===== src/design/sfpe_pkg.sv =====
/*
  Constants and types for the serial flash program/erase host controller:
  flash opcodes, the controller's own register map, field positions and
  timing counts. Assumes a 125 MHz system clock.
*/
// Summary of operation
// - quad page program needs quad enable bit 9 set
// - write enable command precedes every program or erase
// - quad program: opcode 32H, address, quad data
// - program runs only if select rises on byte boundary
// - host polls busy flag in status register
// - sector erase: 20H plus three address bytes
// - erase runs only if select rises after address
// - 32KB block erase: 52H plus address
// - 64KB block erase: D8H plus address
// - chip erase: 60H or C7H, bare opcode
// - select held low for whole command sequence
// - wake with ABH, select high for release time
package sfpe_pkg;

  // ---------------------------------------------------------------
  // flash opcodes
  // ---------------------------------------------------------------
  localparam logic [7:0] OPC_WRITE_ENABLE_CMD   = 8'h06;
  localparam logic [7:0] OPC_RDSR1  = 8'h05;
  localparam logic [7:0] OPC_RDSR2  = 8'h35;
  localparam logic [7:0] OPC_QPP    = 8'h32;
  localparam logic [7:0] OPC_SECT   = 8'h20;
  localparam logic [7:0] OPC_BLK32  = 8'h52;
  localparam logic [7:0] OPC_BLK64  = 8'hD8;
  localparam logic [7:0] OPC_CHIP_A = 8'h60;
  localparam logic [7:0] OPC_CHIP_B = 8'hC7;
  localparam logic [7:0] OPC_DPD    = 8'hB9;
  localparam logic [7:0] OPC_WAKE   = 8'hAB;

  // ---------------------------------------------------------------
  // controller register map and fields
  // ---------------------------------------------------------------
  localparam logic [3:0] REG_CTRL = 4'h0;
  localparam logic [3:0] REG_ADDR = 4'h4;
  localparam logic [3:0] REG_DATA = 4'h8;
  localparam logic [3:0] REG_STAT = 4'hC;

  localparam logic [2:0] OP_NONE  = 3'h0;
  localparam logic [2:0] OP_PROG  = 3'h1;
  localparam logic [2:0] OP_SECT  = 3'h2;
  localparam logic [2:0] OP_BLK32 = 3'h3;
  localparam logic [2:0] OP_BLK64 = 3'h4;
  localparam logic [2:0] OP_CHIP  = 3'h5;
  localparam logic [2:0] OP_DPD   = 3'h6;
  localparam logic [2:0] OP_WAKE  = 3'h7;

  localparam int CTRL_ALT_BIT   = 8;
  localparam int CTRL_FLUSH_BIT = 9;
  localparam int STAT_BUSY_BIT  = 0;
  localparam int STAT_PD_BIT    = 1;
  localparam int STAT_REF_BIT   = 2;
  localparam int STAT_DONE_BIT  = 3;
  localparam int STAT_QE_BIT    = 4;
  localparam int SR1_WIP_BIT    = 0;
  localparam int SR2_QE_BIT     = 1;
  localparam int PAGE_BYTES     = 256;

  // ---------------------------------------------------------------
  // timing
  // ---------------------------------------------------------------
  localparam int CLK_MHZ    = 125;
  localparam int T_DP_NS    = 3000;
  localparam int T_RES1_NS  = 20000;
  localparam int T_DESEL_NS = 50;
  localparam int DP_CYC     = (T_DP_NS * CLK_MHZ + 999) / 1000;
  localparam int RES1_CYC   = (T_RES1_NS * CLK_MHZ + 999) / 1000;
  localparam int DESEL_CYC  = (T_DESEL_NS * CLK_MHZ + 999) / 1000;
  localparam int SCLK_HALF  = 2;

  typedef enum logic [3:0] {
    S_IDLE   = 4'h0,
    S_CHKQE  = 4'h1,
    S_WRITE_ENABLE_CMD   = 4'h2,
    S_CMD    = 4'h3,
    S_POLL   = 4'h4,
    S_CHKWIP = 4'h5,
    S_DPCMD  = 4'h6,
    S_RES    = 4'h7,
    S_WAIT   = 4'h8
  } sfpe_st_t;

  typedef enum logic [1:0] {
    FR_IDLE = 2'h0,
    FR_LOAD = 2'h1,
    FR_BUSY = 2'h2,
    FR_GAP  = 2'h3
  } sfpe_fr_t;

endpackage


===== src/design/sfpe_ctrl.sv =====
/*
  Host controller that programs and erases a serial NOR flash and moves
  it in and out of deep power-down. Software talks to it through a plain
  register port; the flash is driven over chip select, clock, four lanes.
  Assumes one 125 MHz clock and flash pins synchronous to it.
*/
`timescale 1ns/1ps
module sfpe_ctrl #(
  parameter int DP_CYCLES   = sfpe_pkg::DP_CYC,
  parameter int RES1_CYCLES = sfpe_pkg::RES1_CYC,
  parameter int DESEL_CYCLES = sfpe_pkg::DESEL_CYC,
  parameter int SCLK_HALF   = sfpe_pkg::SCLK_HALF
) (
  input  wire logic        clk,
  input  wire logic        arst_n,
  input  wire logic  [3:0] reg_addr,
  input  wire logic [31:0] reg_wdata,
  input  wire logic        reg_wr,
  input  wire logic        reg_rd,
  output logic      [31:0] reg_rdata,
  output logic             flash_cs_n,
  output logic             flash_sclk,
  output logic       [3:0] flash_io_o,
  output logic       [3:0] flash_io_oe,
  input  wire logic  [3:0] flash_io_i
);

  // ---------------------------------------------------------------
  // helper functions
  // ---------------------------------------------------------------
  function automatic logic [7:0] opcode(input sfpe_pkg::sfpe_st_t st,
                                        input logic [2:0] op,
                                        input logic alt);
    logic [7:0] o;
    o = sfpe_pkg::OPC_RDSR1;
    case (st)
      sfpe_pkg::S_CHKQE: o = sfpe_pkg::OPC_RDSR2;
      sfpe_pkg::S_WRITE_ENABLE_CMD:  o = sfpe_pkg::OPC_WRITE_ENABLE_CMD;
      sfpe_pkg::S_DPCMD: o = sfpe_pkg::OPC_DPD;
      sfpe_pkg::S_RES:   o = sfpe_pkg::OPC_WAKE;
      sfpe_pkg::S_CMD:
        case (op)
          sfpe_pkg::OP_PROG:  o = sfpe_pkg::OPC_QPP;
          sfpe_pkg::OP_SECT:  o = sfpe_pkg::OPC_SECT;
          sfpe_pkg::OP_BLK32: o = sfpe_pkg::OPC_BLK32;
          sfpe_pkg::OP_BLK64: o = sfpe_pkg::OPC_BLK64;
          default: o = alt ? sfpe_pkg::OPC_CHIP_B : sfpe_pkg::OPC_CHIP_A;
        endcase
      default: o = sfpe_pkg::OPC_RDSR1;
    endcase
    return o;
  endfunction

  // bytes in a frame, opcode included
  function automatic logic [8:0] frame_len(input sfpe_pkg::sfpe_st_t st,
                                           input logic [2:0] op,
                                           input logic [8:0] cnt);
    logic [8:0] n;
    n = 9'h001;
    case (st)
      sfpe_pkg::S_CHKQE,
      sfpe_pkg::S_POLL,
      sfpe_pkg::S_CHKWIP: n = 9'h002;
      sfpe_pkg::S_CMD:
        case (op)
          sfpe_pkg::OP_PROG: n = 9'h004 + cnt;
          sfpe_pkg::OP_CHIP: n = 9'h001;
          default:           n = 9'h004;
        endcase
      default: n = 9'h001;
    endcase
    return n;
  endfunction

  function automatic sfpe_pkg::sfpe_st_t first_state(input logic [2:0] op);
    sfpe_pkg::sfpe_st_t s;
    case (op)
      sfpe_pkg::OP_PROG: s = sfpe_pkg::S_CHKQE;
      sfpe_pkg::OP_DPD:  s = sfpe_pkg::S_CHKWIP;
      sfpe_pkg::OP_WAKE: s = sfpe_pkg::S_RES;
      default:           s = sfpe_pkg::S_WRITE_ENABLE_CMD;
    endcase
    return s;
  endfunction

  // ---------------------------------------------------------------
  // state and storage
  // ---------------------------------------------------------------
  sfpe_pkg::sfpe_st_t st_r;
  sfpe_pkg::sfpe_st_t st_nxt;
  sfpe_pkg::sfpe_fr_t fr_r;
  logic [2:0]  op_r;
  logic        alt_r;
  logic [23:0] addr_r;
  logic [8:0]  cnt_r;
  logic [8:0]  idx_r;
  logic [7:0]  gap_r;
  logic [15:0] tmr_r;
  logic [7:0]  sr1_r;
  logic [7:0]  sr2_r;
  logic        cs_n_r;
  logic        pd_r;
  logic        ref_r;
  logic        done_r;
  logic        qe_err_r;
  logic [31:0] rdata_r;
  logic [7:0]  page_mem [0:sfpe_pkg::PAGE_BYTES-1];

  logic        sh_done;
  logic [7:0]  sh_rx;

  // ---------------------------------------------------------------
  // register port decode
  // ---------------------------------------------------------------
  wire        busy     = st_r != sfpe_pkg::S_IDLE;
  wire        wr_ctrl  = reg_wr && reg_addr == sfpe_pkg::REG_CTRL;
  wire        wr_addr  = reg_wr && reg_addr == sfpe_pkg::REG_ADDR;
  wire        wr_data  = reg_wr && reg_addr == sfpe_pkg::REG_DATA;
  wire        wr_stat  = reg_wr && reg_addr == sfpe_pkg::REG_STAT;
  wire [2:0]  req_op   = reg_wdata[2:0];
  wire        page_full = cnt_r == 9'(sfpe_pkg::PAGE_BYTES);
  // asleep flash answers only the wake command
  wire        pd_block = pd_r && req_op != sfpe_pkg::OP_WAKE;
  wire        empty_pp = req_op == sfpe_pkg::OP_PROG && cnt_r == 9'h000;
  wire        start_ok = wr_ctrl && req_op != sfpe_pkg::OP_NONE && !busy
                         && !pd_block && !empty_pp;
  wire        start_bad = wr_ctrl && req_op != sfpe_pkg::OP_NONE && !start_ok;
  // more than one page is never sent, so nothing is silently dropped
  wire        push_ok  = wr_data && !busy && !page_full;
  wire        push_bad = wr_data && !push_ok;
  wire        flush    = wr_ctrl && !busy && reg_wdata[sfpe_pkg::CTRL_FLUSH_BIT];

  // ---------------------------------------------------------------
  // frame decode
  // ---------------------------------------------------------------
  wire        in_frame = st_r != sfpe_pkg::S_IDLE && st_r != sfpe_pkg::S_WAIT;
  wire        fr_go    = in_frame && fr_r == sfpe_pkg::FR_IDLE;
  wire        fr_done  = fr_r == sfpe_pkg::FR_GAP && gap_r == 8'h00;
  wire [8:0]  fr_len   = frame_len(st_r, op_r, cnt_r);
  wire        fr_last  = idx_r == fr_len - 9'h001;
  wire [7:0]  data_ix  = 8'(idx_r - 9'h004);
  wire [7:0]  tx_byte  = idx_r == 9'h000 ? opcode(st_r, op_r, alt_r) :
                         idx_r == 9'h001 ? addr_r[23:16] :
                         idx_r == 9'h002 ? addr_r[15:8] :
                         idx_r == 9'h003 ? addr_r[7:0] :
                                           page_mem[data_ix];
  // data bytes of the page program go out on all four lanes
  wire        tx_quad  = st_r == sfpe_pkg::S_CMD && op_r == sfpe_pkg::OP_PROG
                         && idx_r >= 9'h004;
  wire        rx_wip   = sh_rx[sfpe_pkg::SR1_WIP_BIT];
  wire        rx_qe    = sh_rx[sfpe_pkg::SR2_QE_BIT];
  wire        qe_fail  = st_r == sfpe_pkg::S_CHKQE && fr_done && !rx_qe;
  wire        wip_fail = st_r == sfpe_pkg::S_CHKWIP && fr_done && rx_wip;
  wire        poll_end = st_r == sfpe_pkg::S_POLL && fr_done && !rx_wip;
  wire        wait_end = st_r == sfpe_pkg::S_WAIT && tmr_r == 16'h0000;
  wire        op_end   = poll_end || wait_end;

  // ---------------------------------------------------------------
  // byte shifter
  // ---------------------------------------------------------------
  sfpe_shift #(
    .HALF_CYC (SCLK_HALF)
  ) u_shift (
    .clk     (clk),
    .arst_n  (arst_n),
    .start   (fr_r == sfpe_pkg::FR_LOAD),
    .quad    (tx_quad),
    .tx_byte (tx_byte),
    .io_i    (flash_io_i),
    .done    (sh_done),
    .rx_byte (sh_rx),
    .sclk    (flash_sclk),
    .io_o    (flash_io_o),
    .io_oe   (flash_io_oe)
  );

  // ---------------------------------------------------------------
  // operation sequencer
  // ---------------------------------------------------------------
  always_comb
  begin
    st_nxt = st_r;
    case (st_r)
      sfpe_pkg::S_IDLE:   if (start_ok) st_nxt = first_state(req_op);
      sfpe_pkg::S_CHKQE:  if (fr_done) st_nxt = rx_qe ? sfpe_pkg::S_WRITE_ENABLE_CMD : sfpe_pkg::S_IDLE;
      sfpe_pkg::S_WRITE_ENABLE_CMD:   if (fr_done) st_nxt = sfpe_pkg::S_CMD;
      sfpe_pkg::S_CMD:    if (fr_done) st_nxt = sfpe_pkg::S_POLL;
      // busy flag decides; the latch drop inside the cycle needs no action
      sfpe_pkg::S_POLL:   if (poll_end) st_nxt = sfpe_pkg::S_IDLE;
      sfpe_pkg::S_CHKWIP: if (fr_done) st_nxt = rx_wip ? sfpe_pkg::S_IDLE : sfpe_pkg::S_DPCMD;
      sfpe_pkg::S_DPCMD:  if (fr_done) st_nxt = sfpe_pkg::S_WAIT;
      sfpe_pkg::S_RES:    if (fr_done) st_nxt = sfpe_pkg::S_WAIT;
      sfpe_pkg::S_WAIT:   if (wait_end) st_nxt = sfpe_pkg::S_IDLE;
      default:            st_nxt = sfpe_pkg::S_IDLE;
    endcase
  end

  always_ff @(posedge clk or negedge arst_n)
  begin
    if (!arst_n)
      st_r <= sfpe_pkg::S_IDLE;
    else
      st_r <= st_nxt;
  end

  always_ff @(posedge clk or negedge arst_n)
  begin
    if (!arst_n)
    begin
      op_r   <= sfpe_pkg::OP_NONE;
      alt_r  <= 1'b0;
      addr_r <= 24'h000000;
    end
    else
    begin
      if (start_ok)
      begin
        op_r  <= req_op;
        alt_r <= reg_wdata[sfpe_pkg::CTRL_ALT_BIT];
      end
      if (wr_addr && !busy)
        addr_r <= reg_wdata[23:0];
    end
  end

  // ---------------------------------------------------------------
  // frame engine
  // ---------------------------------------------------------------
  // select stays low from opcode to last byte, rises the cycle after the
  // final bit so the flash sees a clean byte boundary
  always_ff @(posedge clk or negedge arst_n)
  begin
    if (!arst_n)
    begin
      fr_r   <= sfpe_pkg::FR_IDLE;
      cs_n_r <= 1'b1;
      idx_r  <= 9'h000;
      gap_r  <= 8'h00;
    end
    else
    begin
      case (fr_r)
        sfpe_pkg::FR_IDLE:
          if (fr_go)
          begin
            cs_n_r <= 1'b0;
            idx_r  <= 9'h000;
            fr_r   <= sfpe_pkg::FR_LOAD;
          end
        sfpe_pkg::FR_LOAD:
          fr_r <= sfpe_pkg::FR_BUSY;
        sfpe_pkg::FR_BUSY:
          if (sh_done && fr_last)
          begin
            cs_n_r <= 1'b1;
            gap_r  <= 8'(DESEL_CYCLES - 1);
            fr_r   <= sfpe_pkg::FR_GAP;
          end
          else if (sh_done)
          begin
            idx_r <= idx_r + 9'h001;
            fr_r  <= sfpe_pkg::FR_LOAD;
          end
        sfpe_pkg::FR_GAP:
          if (gap_r == 8'h00)
            fr_r <= sfpe_pkg::FR_IDLE;
          else
            gap_r <= gap_r - 8'h01;
        default:
          fr_r <= sfpe_pkg::FR_IDLE;
      endcase
    end
  end

  // ---------------------------------------------------------------
  // power-down timer and state
  // ---------------------------------------------------------------
  // select stays high through the whole wait, as the release demands
  always_ff @(posedge clk or negedge arst_n)
  begin
    if (!arst_n)
      tmr_r <= 16'h0000;
    else if (st_r == sfpe_pkg::S_DPCMD && fr_done)
      tmr_r <= 16'(DP_CYCLES - 1);
    else if (st_r == sfpe_pkg::S_RES && fr_done)
      tmr_r <= 16'(RES1_CYCLES - 1);
    else if (st_r == sfpe_pkg::S_WAIT && tmr_r != 16'h0000)
      tmr_r <= tmr_r - 16'h0001;
  end

  // flash wakes in standby after power-up, so reset assumes awake
  always_ff @(posedge clk or negedge arst_n)
  begin
    if (!arst_n)
      pd_r <= 1'b0;
    else if (wait_end)
      pd_r <= op_r == sfpe_pkg::OP_DPD;
  end

  // ---------------------------------------------------------------
  // page buffer
  // ---------------------------------------------------------------
  // no reset on the array: contents are only read below cnt_r
  always_ff @(posedge clk)
  begin
    if (push_ok)
      page_mem[cnt_r[7:0]] <= reg_wdata[7:0];
  end

  always_ff @(posedge clk or negedge arst_n)
  begin
    if (!arst_n)
      cnt_r <= 9'h000;
    else if (flush || (poll_end && op_r == sfpe_pkg::OP_PROG))
      cnt_r <= 9'h000;
    else if (push_ok)
      cnt_r <= cnt_r + 9'h001;
  end

  // ---------------------------------------------------------------
  // status capture and sticky flags
  // ---------------------------------------------------------------
  always_ff @(posedge clk or negedge arst_n)
  begin
    if (!arst_n)
    begin
      sr1_r <= 8'h00;
      sr2_r <= 8'h00;
    end
    else if (fr_done && st_r == sfpe_pkg::S_CHKQE)
      sr2_r <= sh_rx;
    else if (fr_done && (st_r == sfpe_pkg::S_POLL || st_r == sfpe_pkg::S_CHKWIP))
      sr1_r <= sh_rx;
  end

  // set wins over a clear written in the same cycle
  always_ff @(posedge clk or negedge arst_n)
  begin
    if (!arst_n)
    begin
      ref_r    <= 1'b0;
      done_r   <= 1'b0;
      qe_err_r <= 1'b0;
    end
    else
    begin
      ref_r    <= start_bad || push_bad || qe_fail || wip_fail ||
                  (ref_r && !(wr_stat && reg_wdata[sfpe_pkg::STAT_REF_BIT]));
      done_r   <= op_end ||
                  (done_r && !(wr_stat && reg_wdata[sfpe_pkg::STAT_DONE_BIT]));
      qe_err_r <= qe_fail ||
                  (qe_err_r && !(wr_stat && reg_wdata[sfpe_pkg::STAT_QE_BIT]));
    end
  end

  // ---------------------------------------------------------------
  // read port
  // ---------------------------------------------------------------
  wire [31:0] stat_word = {8'h00, sr2_r, sr1_r, 3'h0, qe_err_r, done_r,
                           ref_r, pd_r, busy};
  wire [31:0] rd_mux    =
    reg_addr == sfpe_pkg::REG_CTRL ? {22'h000000, alt_r, 6'h00, op_r} :
    reg_addr == sfpe_pkg::REG_ADDR ? {8'h00, addr_r} :
    reg_addr == sfpe_pkg::REG_DATA ? {23'h000000, cnt_r} :
    reg_addr == sfpe_pkg::REG_STAT ? stat_word : 32'h00000000;

  always_ff @(posedge clk or negedge arst_n)
  begin
    if (!arst_n)
      rdata_r <= 32'h00000000;
    else
      rdata_r <= reg_rd ? rd_mux : 32'h00000000;
  end

  assign reg_rdata  = rdata_r;
  assign flash_cs_n = cs_n_r;

endmodule


===== src/design/sfpe_shift.sv =====
/*
  Byte shifter for the serial flash link: SPI mode 0, one lane or four.
  Assumes the caller starts a byte only while it is idle and keeps chip
  select low around it; flash outputs are synchronous to clk.
*/
`timescale 1ns/1ps
module sfpe_shift #(
  parameter int HALF_CYC = 2
) (
  input  wire logic       clk,
  input  wire logic       arst_n,
  input  wire logic       start,
  input  wire logic       quad,
  input  wire logic [7:0] tx_byte,
  input  wire logic [3:0] io_i,
  output logic            done,
  output logic      [7:0] rx_byte,
  output logic            sclk,
  output logic      [3:0] io_o,
  output logic      [3:0] io_oe
);

  logic       act_r;
  logic       sclk_r;
  logic       quad_r;
  logic       done_r;
  logic [7:0] sh_r;
  logic [7:0] rx_r;
  logic [3:0] bits_r;
  logic [7:0] div_r;
  wire        quad_on = act_r && quad_r;

  // ---------------------------------------------------------------
  // shift engine
  // ---------------------------------------------------------------
  // data changes on the falling edge, flash samples on the rising edge
  always_ff @(posedge clk or negedge arst_n)
  begin
    if (!arst_n)
    begin
      act_r  <= 1'b0;
      sclk_r <= 1'b0;
      quad_r <= 1'b0;
      done_r <= 1'b0;
      sh_r   <= 8'h00;
      rx_r   <= 8'h00;
      bits_r <= 4'h0;
      div_r  <= 8'h00;
    end
    else
    begin
      done_r <= 1'b0;
      if (start && !act_r)
      begin
        act_r  <= 1'b1;
        sh_r   <= tx_byte;
        quad_r <= quad;
        bits_r <= quad ? 4'h2 : 4'h8;
        div_r  <= 8'(HALF_CYC - 1);
        sclk_r <= 1'b0;
      end
      else if (act_r)
      begin
        if (div_r != 8'h00)
          div_r <= div_r - 8'h01;
        else
        begin
          div_r  <= 8'(HALF_CYC - 1);
          sclk_r <= ~sclk_r;
          if (!sclk_r)
            rx_r <= {rx_r[6:0], io_i[1]};
          else
          begin
            sh_r   <= quad_r ? {sh_r[3:0], 4'h0} : {sh_r[6:0], 1'b0};
            bits_r <= bits_r - 4'h1;
            if (bits_r == 4'h1)
            begin
              act_r  <= 1'b0;
              done_r <= 1'b1;
            end
          end
        end
      end
    end
  end

  // io2/io3 held high in single-lane mode so write-protect and hold stay idle
  assign io_o    = quad_on ? sh_r[7:4] : {2'b11, 1'b0, sh_r[7]};
  assign io_oe   = quad_on ? 4'hF : 4'hD;
  assign sclk    = sclk_r;
  assign done    = done_r;
  assign rx_byte = rx_r;

endmodule


===== config.mk =====
export PLATFORM = sky130hd
export DESIGN_NAME = sfpe_ctrl
export DESIGN_NICKNAME = d
export VERILOG_FILES = /design/src/design/sfpe_pkg.sv /design/src/design/sfpe_ctrl.sv /design/src/design/sfpe_shift.sv
export SDC_FILE = /design/constraint.sdc
export NUM_CORES = 2
export LEC_CHECK = 0
export BUFFER_PORTS_ARGS = -buffer_cell sky130_fd_sc_hd__buf_4
export CAP_MARGIN = 20
export CORE_UTILIZATION = 65
export CTS_BUF_LIST = sky130_fd_sc_hd__clkbuf_4
export CTS_CLUSTER_DIAMETER = 80
export CTS_CLUSTER_SIZE = 10
export DETAILED_ROUTE_END_ITERATION = 8
export PLACE_DENSITY = 0.84
export SLEW_MARGIN = 20
export SYNTH_ARGS = -nofsm -noshare
export SYNTH_HDL_FRONTEND = slang
export SYNTH_SLANG_ARGS = --single-unit

===== constraint.sdc =====
create_clock -name clk -period 9.9 [get_ports clk]
set_input_delay 0.99 -clock clk [delete_from_list [all_inputs] [get_ports clk]]
set_output_delay 0.99 -clock clk [all_outputs]
set_load 0.1 [all_outputs]

==> impl_metrics.env <==
export IMPL_status="complete, no violations"
export IMPL_setup_violations=0
export IMPL_cts_resized=0
export IMPL_cts_buffers_inserted=239
export IMPL_num_fill_cells=8021
export IMPL_avgSynthCellArea_sq_um=19.1
export IMPL_ys_flop_type="edfxtp_1"
export IMPL_synth_area_leader_cell="edfxtp_1"
export IMPL_min_delay_start="reg_wdata[2]"
export IMPL_clockBufferDepth=3
export IMPL_drive_gt1_share_pct=21.5
export IMPL_grt_max_degree=167
export IMPL_routedWlPerCell_microns=32.7
export IMPL_cp_arrival_ps=6650
export IMPL_period_share_pct=55.3
export IMPL_layoutNonFillerInstCount=6640
export IMPL_die_h_microns=372
export IMPL_cts_hold_buf=20
export IMPL_synth_seq_cells=2201
export IMPL_max_vdd_ir_drop_mv=0.118
export IMPL_crit_type="register to register"
export IMPL_ys_types=102
export IMPL_end_kind="register"
export IMPL_rr_startpoint="idx_r[2]"
export IMPL_critical_path_required_ps=11080
export IMPL_hold_class="input port to register"
export IMPL_netlist_instances=4654
export IMPL_r2r_cells=12
export IMPL_leakagePower_nw=30.8
export IMPL_fp_dieW_microns=372
export IMPL_syn_area_sq_um=88800
export IMPL_rows=135
export IMPL_antenna_found_initial=12
export IMPL_postSynth_asyncResetShare_pct=6.95
export IMPL_pwr_density_cell_nw_per_um2=158
export IMPL_post_cts_setup_buffers=0
export IMPL_drt_iter0_drc=7447
export IMPL_port_buffers=63
export IMPL_synth_most_common_cell="edfxtp_1"
export IMPL_hold_viol_final=0
export IMPL_slew_headroom_pct=14.6
export IMPL_rsz0062_at_grt="false"
export IMPL_routed_wl_microns=217000
export IMPL_hpwl_microns=131000
export IMPL_grt_usage_pct=31.9
export IMPL_dr_pass1_iters=8
export IMPL_die_area_sq_um=138000
export IMPL_start_util_pct=65.5
export IMPL_finClkSkew_ps=113
export IMPL_cts_tree="done"
export IMPL_yosysSeqAreaShare_pct=73.6
export IMPL_fin_nets=4849
export IMPL_synth_edf_count=2048
export IMPL_multiInputGateArea_sq_um=21400
export IMPL_area_delta_synth_final_pct=4.88
export IMPL_cts_root_buf="clkbuf_4"
export IMPL_vias=47473
export IMPL_first_global_vias=46304
export IMPL_netlist_area_leader_share_pct=69.3
export IMPL_fmax_mhz=183
export IMPL_dp_cells=6298
export IMPL_maxCapViolations=0
export IMPL_worst_slew_pin_slew_ps=1270
export IMPL_viasPerCell=7.15
export IMPL_worstSetupStartpoint="idx_r[2]"
export IMPL_grt_pass1_wl_microns=312000
export IMPL_overflow=0
export IMPL_finalWeightedCongestion=0.904
export IMPL_clk_latency_ps=1330
export IMPL_slew_violations=0
export IMPL_htree_levels=4
export IMPL_synth_warnings=0
export IMPL_cts_sinks=2201
export IMPL_finalPower_mw=14.7
export IMPL_ff_latch_area_sq_um=65300
export IMPL_period_minus_slack_ps=5470
export IMPL_crit_fanout=41
export IMPL_path_clk_slew_ps=130
export IMPL_core_region_area_sq_um=135000
export IMPL_ys_top_cells_by_area="edfxtp_1, mux4_2, dfrtp_1"
export IMPL_synth_commonest_cells="edfxtp_1, mux4_2, nor2_1, nand2_1, mux2i_1"
export IMPL_drc=0
export IMPL_fin_setup_tns_ps=0
export IMPL_startpoint_type="register"
export IMPL_ios=86
export IMPL_postRouteAntennaNets=0
export IMPL_hold_path_depth=2
cell usage in the layout, fill, tap and decap left out, types with 45 or more instances in the layout:
cell	instances
nor2_1	386
nand3_1	45
o21ai_0	67
a21oi_1	92
clkbuf_4	299
nand2_1	234
o221ai_1	61
buf_4	128
mux4_2	479
mux2i_1	197
nor3_1	45
dfrtp_1	149
mux2_2	49
edfxtp_1	2048
worst paths after layout:
check | slack [ps] | end
setup / recovery | 4430 | u_shift.sh_r[5]
hold / removal | 170 | addr_r[2]
setup reg to reg | 4430 | u_shift.sh_r[5]
hold reg to reg | 490 | qe_err_r
max in group asynchronous | 8350 | idx_r[1]
min in group asynchronous | 230 | cnt_r[7]
metrics by stage:
stage	area, sq um	hold WS (ps)	util, %	setup WS (ps)
after floorplan	88800	441	-	6090
after global placement	90300	457	66.7	4660
after detailed placement	90300	472	66.7	4700
after CTS	93000	22.3	68.6	4670
after global routing	93100	61.0	68.7	4330
final	93100	169	68.7	4430
worst max-delay path, cell delays in order, from the launching register on:
cell,delay [ps]
dfrtp_4,650
inv_6,480
ha_4,470
inv_4,300
buf_4,400
nor2_4,490
buf_4,400
nand3_1,140
a21oi_1,590
o22ai_1,160
nor4_1,940
or3_1,210
a21oi_1,70
registers in the layout (all words and copies together) (netlist names), 9 cells and up:
register and count:
addr_r 24, reg_rdata 24, page_mem 2048, cnt_r 9, tmr_r 16, idx_r 9
routing by layer:
layer	global-route usage (%)	wire length, microns	part of all wire, %
met5	0	121	0.056
met4	17.1	12600	5.8
met3	8.80	29500	14
met2	47.4	100000	46
met1	43.5	74600	34
cells by family after synthesis:
family	after synthesis	synth area share, %
AOI/OAI and AO/OA	448	3.57
xor gates and xnor gates	52	0.513
adders and majority gates	23	0.324
buffers and inverters	325	2.39
DFF	2201	73.6
muxes	732	15.2
other	2	0.00846
and+or+nand+nor	871	4.39
layout make-up:
type                       count  area share, %
timing repair buffer         169           1.61
clock buffer                 298           2.40
multi-input combinational   2137           23.0
sequential                  2201           70.2
inverter                      34          0.145
tap                         1781           2.39
clock inverter                15          0.246
antenna                        5         0.0134
report_power, final:
part	internal [mW]	switching (mW)	total (mW)
clock	1.52	2.79	4.31
sequential	10.2	0.00336	10.2
combinational	0.0310	0.198	0.229
total	11.7	2.99	14.7
No activity file was read; power rests on OpenSTA's default activity.
